<file path="src/hw/cls_defs.vh">
`ifndef CLS_DEFS_VH
`define CLS_DEFS_VH

// register byte offsets
`define CLS_REG_CTRL 5'h00
`define CLS_REG_TABLE0 5'h04
`define CLS_REG_TABLE1 5'h08
`define CLS_REG_STATUS 5'h0C

// control register fields
`define CLS_CTRL_MODE_LSB 0
`define CLS_CTRL_MODE_MSB 1
`define CLS_CTRL_FN_LSB 2
`define CLS_CTRL_FN_MSB 5
`define CLS_CTRL_PRESET0 6
`define CLS_CTRL_PRESET1 7
`define CLS_CTRL_RST 8'h00

// status register fields
`define CLS_ST_BYPASS0 0
`define CLS_ST_BYPASS1 1
`define CLS_ST_REG0 2
`define CLS_ST_REG1 3
`define CLS_ST_FIVE 4
`define CLS_ST_CARRY 5
`define CLS_ST_GEN 6
`define CLS_ST_PROP 7
`define CLS_ST_REFUSED 8
`define CLS_ST_MEMCAP 9

// operating modes
`define CLS_MODE_LOGIC 2'h0
`define CLS_MODE_RIPPLE 2'h1
`define CLS_MODE_RAM 2'h2
`define CLS_MODE_ROM 2'h3

// ripple functions
`define CLS_FN_ADD 4'h0
`define CLS_FN_SUB 4'h1
`define CLS_FN_ADDSUB 4'h2
`define CLS_FN_UP 4'h3
`define CLS_FN_DOWN 4'h4
`define CLS_FN_GE 4'h5
`define CLS_FN_NE 4'h6
`define CLS_FN_LE 4'h7
`define CLS_FN_MULT 4'h8

// table geometry and reset content
`define CLS_TABLE_DEPTH 16
`define CLS_TABLE_AW 4
`define CLS_TABLE_RST 16'h0000

`endif

</file>
<file path="src/hw/cls_table_mem.v">
`timescale 1ns/100ps
`include "cls_defs.vh"

// one sixteen-entry by one-bit table; contents live in flops so the
// whole word is visible at once for a combinational lookup
module cls_table_mem #(
    parameter DEPTH = `CLS_TABLE_DEPTH,
    parameter AW = `CLS_TABLE_AW
) (
    input wire clk_sys,
    input wire nrst,
    input wire cfg_we,
    input wire [DEPTH-1:0] cfg_data,
    input wire bit_we,
    input wire [AW-1:0] bit_addr,
    input wire bit_data,
    output reg [DEPTH-1:0] contents_q
);

    reg [DEPTH-1:0] contents_d;

    always @* begin
        contents_d = contents_q;
        // a bus load beats a fabric write in the same cycle
        if (cfg_we) begin
            contents_d = cfg_data;
        end else if (bit_we) begin
            contents_d[bit_addr] = bit_data;
        end
    end

    always @(posedge clk_sys) begin
        if (!nrst) begin
            contents_q <= `CLS_TABLE_RST;
        end else begin
            contents_q <= contents_d;
        end
    end

endmodule // cls_table_mem

</file>
<file path="src/hw/cls_slice.v">
// Added by the designer: the placing of the registers and the Avalon-MM register port.
`timescale 1ns/100ps
`include "cls_defs.vh"

// How it works
// - mode field picks logic, ripple, distributed RAM or ROM behaviour.
// - with MEM_CAPABLE clear, RAM mode is refused and fabric table writes blocked; bus loads still work.
// - each table output is its programmed bit selected by four inputs.
// - multipurpose input zero picks between the two tables: five-input output.
// - multipurpose input one picks between neighbour five-input outputs.
// - ripple adds, subtracts, dynamic add/subtract, counts up or down.
// - ripple compares A with B (ge, ne, le) and gives a multiplier step.
// - ripple drives carry-generate and carry-propagate for the slice.
// - carry enters on the chain input and leaves on the chain output.
// - RAM mode writes each table as a 16x1 memory, 16x2 per slice.
// - ROM mode reads two independent configuration-loaded 16x1 tables.
// - tile of four gives eight tables down to one seven-input function.
// - separate write address lets slices pair into dual-port memories.
// - outside ripple mode, each table output appears raw and through a slice register.
module cls_slice #(
    parameter MEM_CAPABLE = 1
) (
    input wire clk_sys,
    input wire nrst,
    input wire [4:0] avs_address,
    input wire avs_read,
    input wire avs_write,
    input wire [31:0] avs_writedata,
    output reg [31:0] avs_readdata,
    output wire avs_waitrequest,
    input wire [3:0] table_in0,
    input wire [3:0] table_in1,
    input wire multipurpose_input_zero,
    input wire multipurpose_input_one,
    input wire wide_in0,
    input wire wide_in1,
    input wire clk_en,
    input wire local_set_clear,
    input wire carry_chain_input,
    input wire ram_we,
    input wire [3:0] ram_wr_addr,
    input wire [1:0] ram_wr_data,
    output wire [1:0] table_bypass_outputs,
    output reg [1:0] registered_outputs,
    output wire five_input_mux_output,
    output wire wide_mux_output,
    output wire carry_chain_output,
    output wire carry_generate,
    output wire carry_propagate
);

    localparam TW = `CLS_TABLE_DEPTH;

    reg [7:0] ctrl_q;
    reg [7:0] ctrl_d;
    reg refused_q;
    reg refused_d;
    reg ack_q;
    reg [31:0] rdata_d;
    reg [1:0] regs_d;
    wire [TW-1:0] table_word [0:1];
    wire [3:0] table_addr [0:1];
    wire [1:0] table_out;
    wire [1:0] mode;
    wire [3:0] arith_fn;
    wire req;
    wire wr_fire;
    wire ram_active;

    assign mode = ctrl_q[`CLS_CTRL_MODE_MSB:`CLS_CTRL_MODE_LSB];
    assign arith_fn = ctrl_q[`CLS_CTRL_FN_MSB:`CLS_CTRL_FN_LSB];

    // one wait cycle per access: read data are captured while waiting,
    // so they stand at the edge where waitrequest is low
    assign req = avs_read | avs_write;
    assign avs_waitrequest = req & ~ack_q;
    assign wr_fire = avs_write & ack_q;

    always @(posedge clk_sys) begin
        if (!nrst) begin
            ack_q <= 1'b0;
        end else begin
            ack_q <= req & ~ack_q;
        end
    end

    // a logic-only slice has no fabric (ram_we) write path into its tables
    assign ram_active = (MEM_CAPABLE != 0) && (mode == `CLS_MODE_RAM);

    // table storage and the combinational lookup
    genvar gi;
    generate
        for (gi = 0; gi < 2; gi = gi + 1) begin : g_table
            wire cfg_we;
            assign cfg_we = wr_fire
                && (avs_address == ((gi == 0) ? `CLS_REG_TABLE0
                                              : `CLS_REG_TABLE1));
            cls_table_mem #(
                .DEPTH(TW),
                .AW(`CLS_TABLE_AW)
            ) u_mem (
                .clk_sys(clk_sys),
                .nrst(nrst),
                .cfg_we(cfg_we),
                .cfg_data(avs_writedata[TW-1:0]),
                .bit_we(ram_we & ram_active),
                .bit_addr(ram_wr_addr),
                .bit_data(ram_wr_data[gi]),
                .contents_q(table_word[gi])
            );
            assign table_addr[gi] = (gi == 0) ? table_in0 : table_in1;
            // read is a plain mux of stored bits, no clock in the path
            assign table_out[gi] = table_word[gi][table_addr[gi]];
        end
    endgenerate

    // five-input and wider functions
    assign five_input_mux_output = multipurpose_input_zero
        ? table_out[1] : table_out[0];
    assign wide_mux_output = multipurpose_input_one
        ? wide_in1 : wide_in0;

    // ripple datapath: A on input bit 0, B on input bit 1 of each table
    wire [1:0] op_a;
    wire [1:0] op_b;
    reg [1:0] op_x;
    reg [1:0] op_y;
    reg [1:0] ripple_f;
    reg ripple_co;
    reg ripple_g;
    reg ripple_p;
    reg [2:0] sum_c;
    reg [2:0] sum_g;

    assign op_a = {table_in1[0], table_in0[0]};
    assign op_b = {table_in1[1], table_in0[1]};

    always @* begin
        op_x = op_a;
        op_y = op_b;
        case (arith_fn)
            `CLS_FN_ADD: begin
                op_y = op_b;
            end
            `CLS_FN_SUB: begin
                op_y = ~op_b;
            end
            `CLS_FN_ADDSUB: begin
                // multipurpose input zero high selects subtract
                op_y = multipurpose_input_zero ? ~op_b : op_b;
            end
            `CLS_FN_UP: begin
                op_x = registered_outputs;
                op_y = 2'h0;
            end
            `CLS_FN_DOWN: begin
                op_x = registered_outputs;
                op_y = 2'h3;
            end
            `CLS_FN_GE: begin
                op_y = ~op_b;
            end
            `CLS_FN_LE: begin
                op_x = op_b;
                op_y = ~op_a;
            end
            `CLS_FN_MULT: begin
                // partial product step: B gated by the multiplier bit
                op_y = op_b & {2{multipurpose_input_one}};
            end
            default: begin
                op_y = op_b;
            end
        endcase
    end

    always @* begin
        sum_c = {1'b0, op_x} + {1'b0, op_y} + {2'h0, carry_chain_input};
        sum_g = {1'b0, op_x} + {1'b0, op_y};
        ripple_f = sum_c[1:0];
        ripple_co = sum_c[2];
        ripple_g = sum_g[2];
        ripple_p = &(op_x ^ op_y);
        case (arith_fn)
            `CLS_FN_GE, `CLS_FN_LE: begin
                // chain carry out is the compare result at the top slice
                ripple_f = {1'b0, sum_c[2]};
            end
            `CLS_FN_NE: begin
                ripple_co = carry_chain_input | (op_a != op_b);
                ripple_f = {1'b0, ripple_co};
                ripple_g = (op_a != op_b);
                ripple_p = ~ripple_g;
            end
            default: begin
                ripple_f = sum_c[1:0];
            end
        endcase
    end

    reg [1:0] bypass;
    reg chain_out;
    reg gen_out;
    reg prop_out;

    always @* begin
        bypass = table_out;
        chain_out = 1'b0;
        gen_out = 1'b0;
        prop_out = 1'b0;
        case (mode)
            `CLS_MODE_RIPPLE: begin
                bypass = ripple_f;
                chain_out = ripple_co;
                gen_out = ripple_g;
                prop_out = ripple_p;
            end
            `CLS_MODE_LOGIC, `CLS_MODE_RAM, `CLS_MODE_ROM: begin
                bypass = table_out;
            end
            default: begin
                bypass = table_out;
            end
        endcase
    end

    assign table_bypass_outputs = bypass;
    assign carry_chain_output = chain_out;
    assign carry_generate = gen_out;
    assign carry_propagate = prop_out;

    // slice registers: set/clear beats the clock enable
    always @* begin
        regs_d = registered_outputs;
        if (local_set_clear) begin
            regs_d = {ctrl_q[`CLS_CTRL_PRESET1],
                      ctrl_q[`CLS_CTRL_PRESET0]};
        end else if (clk_en) begin
            regs_d = bypass;
        end
    end

    always @(posedge clk_sys) begin
        if (!nrst) begin
            registered_outputs <= 2'h0;
        end else begin
            registered_outputs <= regs_d;
        end
    end

    // control register; a RAM request on a logic-only slice keeps the
    // old mode and raises a sticky flag instead
    always @* begin
        ctrl_d = ctrl_q;
        refused_d = refused_q;
        if (wr_fire && avs_address == `CLS_REG_CTRL) begin
            ctrl_d = avs_writedata[7:0];
            if ((MEM_CAPABLE == 0) && (avs_writedata[
                    `CLS_CTRL_MODE_MSB:`CLS_CTRL_MODE_LSB]
                    == `CLS_MODE_RAM)) begin
                ctrl_d[`CLS_CTRL_MODE_MSB:`CLS_CTRL_MODE_LSB] = mode;
                refused_d = 1'b1;
            end
        end else if (wr_fire && avs_address == `CLS_REG_STATUS
                     && avs_writedata[`CLS_ST_REFUSED]) begin
            refused_d = 1'b0;
        end
    end

    always @(posedge clk_sys) begin
        if (!nrst) begin
            ctrl_q <= `CLS_CTRL_RST;
            refused_q <= 1'b0;
        end else begin
            ctrl_q <= ctrl_d;
            refused_q <= refused_d;
        end
    end

    // read data, captured on the waiting cycle
    always @* begin
        rdata_d = 32'h0;
        case (avs_address)
            `CLS_REG_CTRL: begin
                rdata_d[7:0] = ctrl_q;
            end
            `CLS_REG_TABLE0: begin
                rdata_d[TW-1:0] = table_word[0];
            end
            `CLS_REG_TABLE1: begin
                rdata_d[TW-1:0] = table_word[1];
            end
            `CLS_REG_STATUS: begin
                rdata_d[`CLS_ST_BYPASS0] = bypass[0];
                rdata_d[`CLS_ST_BYPASS1] = bypass[1];
                rdata_d[`CLS_ST_REG0] = registered_outputs[0];
                rdata_d[`CLS_ST_REG1] = registered_outputs[1];
                rdata_d[`CLS_ST_FIVE] = five_input_mux_output;
                rdata_d[`CLS_ST_CARRY] = chain_out;
                rdata_d[`CLS_ST_GEN] = gen_out;
                rdata_d[`CLS_ST_PROP] = prop_out;
                rdata_d[`CLS_ST_REFUSED] = refused_q;
                rdata_d[`CLS_ST_MEMCAP] = (MEM_CAPABLE != 0);
            end
            default: begin
                rdata_d = 32'h0;
            end
        endcase
    end

    always @(posedge clk_sys) begin
        if (!nrst) begin
            avs_readdata <= 32'h0;
        end else if (avs_read && !ack_q) begin
            avs_readdata <= rdata_d;
        end
    end

endmodule // cls_slice

</file>
<file path="config.mk">
export PLATFORM = sky130hd
export DESIGN_NAME = cls_slice
export DESIGN_NICKNAME = d
export VERILOG_FILES = /design/src/hw/cls_table_mem.v /design/src/hw/cls_slice.v
export VERILOG_INCLUDE_DIRS = /design/src /design/src/hw
export SDC_FILE = /design/constraint.sdc
export NUM_CORES = 1
export LEC_CHECK = 0
export ABC_AREA = 1
export BUFFER_PORTS_ARGS = -buffer_cell sky130_fd_sc_hd__buf_2
export CELL_PAD_IN_SITES_DETAIL_PLACEMENT = 0
export CELL_PAD_IN_SITES_GLOBAL_PLACEMENT = 1
export CORE_MARGIN = 1.5
export CORE_UTILIZATION = 40
export CTS_BUF_LIST = sky130_fd_sc_hd__clkbuf_16
export DETAILED_ROUTE_END_ITERATION = 12
export PLACE_DENSITY = 0.91
export SLEW_MARGIN = 10
export SYNTH_ARGS = -nofsm -noshare
export SYNTH_HDL_FRONTEND = slang
export SYNTH_HIERARCHICAL = 1
export SYNTH_SLANG_ARGS = --single-unit
</file>
<file path="constraint.sdc">
create_clock -name clk_sys -period 4 [get_ports clk_sys]
set_input_delay 0 -clock clk_sys [delete_from_list [all_inputs] [get_ports clk_sys]]
set_output_delay 0 -clock clk_sys [all_outputs]
set_load 0.1 [all_outputs]
</file>
==> results.toml <==
[run_status]
outcome = "finished, final reports clean"

[finish]
fin_area_sq_um = 5330
final_net_count = 913
n_fill_cell = 1261
area_growth_pct = 14.6
drive_gt1_share_pct = 15.5
diodes = 0

[global_routing]
grt_pass1_wl_mm = 22.7
grt_use_total_pct = 22.9
grt_antenna_before_repair = 0
grt_max_degree = 48
grt_overflow = 0
grt_pass1_vias = 4520

[floorplanning]
core-area_sq_um = 11400
die_x_um = 111
rows = 39
fp.dieArea_sq_um = 12300
start_util_pct = 40.9
die_y_um = 111
io-pin-count = 105

[clocking]
cts_buffer_depth = 2
ctsResizeCount = 0
cts-buffers-inserted = 9
htreeDepth = 3
cts_tree = "built"
cts_hold_buffers = 7
post_cts_buffers = 0
root_buffer = "clkbuf_16"
clock-sinks = 59
insertion_delay_ns = 0.33
clk_pin_slew_ns = 0.06

[detailed_routing]
num_vias = 5064
wire_per_inst_um = 14.1
drt_iter0_drc = 381
first_pass_iters = 5
viasPerCell = 5.10
final_antenna_net_count = 0
drc = 0
finalWirelength_mm = 14.0

[critical_path]
crit_slowest_cell = "fa_1"
cp_cell_sequence = "inv_2 -> nand2_2 -> inv_2 -> nand2_1 -> nand2_1 -> nor2_1 -> nand4_1 -> o221ai_1 -> nand2_1 -> nand3_1 -> ha_1 -> inv_1 -> fa_1 -> inv_1 -> ha_1 -> xnor2_1 -> a31oi_1 -> nand3_1 -> and2_1 -> buf_2"
r2r-start = "ctrl_q[5]$_SDFFE_PN0P_"
reg2reg_slack_ns = 0.97
startpoint_type = "register"
critical-path-top-delay-family = "simple AND/OR/NAND/NOR gates"
critPathMaxFanout = 4
crit_top_cell = "nand2_1"
crit_arrival_ns = 3.53
ff2ff_path_depth = 21
end_kind = "output port"
crit_required_ns = 4.00
critical_path_class = "register to output port"
cpPeakStageDelay_ns = 0.49
r2r_end = "registered_outputs[0]$_SDFFE_PN0P_"
crit_buf_inv = 5

[sta]
period_share_pct = 88.1
period_needed_ns = 3.53
rsz0062_at_grt = "false"
slew_viol_final = 0
finalClockSkew_ns = 0.00611
worst_slew_pin_slew_ns = 0.910
final-hold-violation-count = 0
setup-violations-final = 0
fmax_ghz = 0.284
fin_setup_tns_ns = 0
slew_headroom_pct = 39.3

[power_and_ir_drop]
leakagePower_nw = 2.69
vdd_ir_drop_max_mv = 0.195
p_per_area_nw_per_um2 = 333

[job]
max-cap-violations = 0

[synthesis]
netlist_top_cells_count = "nand2_1, nor2_1, inv_1, nand3_1, dfxtp_1"
synth-seq-cells = 59
yosys_most_used_dff = "dfxtp_1"
yosys.area.top_type_share_pct = 25.4
syn_area_sq_um = 4650
yosys.area.top_type = "dfxtp_1"
synth-seq-area-share_pct = 25.4
synth_warnings = 6
synth.distinct_cells = 43
synth-edff-count = 0
synthCells = 785
ys_top_cells_by_area = "dfxtp_1, nand2_1, nand3_1"
synth.most_common_cell = "nand2_1"
async_flop_share_pct = 0
syn_area_per_cell_sq_um = 5.93

[placement]
dp_hpwl_mm = 10.3
io_buffers = 72
dpl_cell_area_sq_um = 4950
gp_congestion = 0.921

[min_path]
worstHoldPathCells = 5
min_to = "g_table[0].u_mem/contents_q[9]$_SDFFE_PN0P_"
worstHoldStart = "avs_writedata[9]"
hp-class = "input pin to register"
-- metal layers --
layer	vias up	track usage [%]	part of all wire [%]
met5	-	0	0
met2	184	35.5	44
met4	0	7.35	1.7
met1	2291	32.4	47
met3	18	3.77	6.7
li1	2571	-	-
-- final cells by class --
class	instances	area (sq um)	share of cell area (%)
Inverter	100	383	7.18
Sequential cell	59	1180	22.2
Clock buffer	9	225	4.23
Tap cell	143	179	3.36
Timing Repair Buffer	83	460	8.64
Clock inverter	7	82.6	1.55
Multi-Input combinational cell	592	2820	52.9
-- tightest hold or removal path: cells and delay by family --
kind / cells / cell delay, ns
buffers and inverters: 1 / 0.10
and+or+nand+nor: 4 / 0.22
-- kinds of logic (layout without fill, tap and decap cells) --
logic type,Yosys count,after routing,share of synthesized area (%)
flip-flops,59,59,25.4
other,1,16,0.0806
XOR/XNOR,3,3,0.565
adder cells (fa/ha/maj),5,5,1.51
AND/OR/NAND/NOR,478,478,45.8
buffers and inverters,149,199,15.4
AO/OA/AOI/OAI,90,90,11.4
-- layout by cell type (no fill, tap or decap), types with 3 or more instances in the layout --
cell and count:
a21oi_1 39, a21oi_2 4, and2_1 3, buf_2 72, buf_4 4, clkbuf_16 9
clkinv_1 4, clkinv_2 3, conb_1 16, dfxtp_1 59, dlygate4sd3_1 7, ha_1 4
inv_1 87, inv_2 9, nand2_1 245, nand2_2 4, nand2_4 3, nand3_1 82
nand3_2 3, nand3b_1 17, nand4_1 4, nor2_1 95, nor2_2 9, o21ai_0 12
o21ai_1 11, o221ai_1 8, o22ai_1 10, xnor2_1 3
-- through the flow --
stage / instances / hold slack [ns] / power (mW) / util [%] / setup WS (ns)
finish: 993 / 0.0195 / 1.78 / 46.9 / 0.475
global route: 993 / 0.0464 / 1.84 / 46.9 / 0.186
CTS: 993 / 0.0152 / 1.78 / 46.9 / 0.487
detailed placement: 970 / 0.294 / 0.961 / 43.5 / 0.840
global placement: 970 / 0.290 / 0.961 / 43.5 / 0.860
floorplan: 800 / 0.135 / 0.893 / - / 0.276
-- registers in the layout, summed over array words and instances (netlist names) --
| register | cells |
|---|---|
| g_table.u_mem/contents_q | 32 |
| avs_readdata | 16 |
| ctrl_q | 8 |
| registered_outputs | 2 |
| ack_q | 1 |
-- how the worst max path moves through the flow --
stage	start	cells past startpoint	end	slack [ns]
after floorplan	registered_outputs[0]$_SDFFE_PN0P_	14	avs_readdata[5]$_SDFFE_PN0P_	0.28
after global placement	ctrl_q[5]$_SDFFE_PN0P_	20	table_bypass_outputs[0]	0.86
after detailed placement	ctrl_q[5]$_SDFFE_PN0P_	20	table_bypass_outputs[0]	0.84
after CTS	ctrl_q[5]$_SDFFE_PN0P_	20	table_bypass_outputs[0]	0.49
after global routing	ctrl_q[5]$_SDFFE_PN0P_	20	table_bypass_outputs[0]	0.19
final	ctrl_q[5]$_SDFFE_PN0P_	20	table_bypass_outputs[0]	0.47
-- power by group --
part / leakage (nW) / total (mW) / switching (mW) / internal [mW]
sequential: 0.477 / 0.601 / 0.00538 / 0.596
combinational: 2.06 / 0.355 / 0.280 / 0.0742
clock: 0.154 / 0.820 / 0.283 / 0.537
Note: power is estimated with default switching activity, not from simulation.
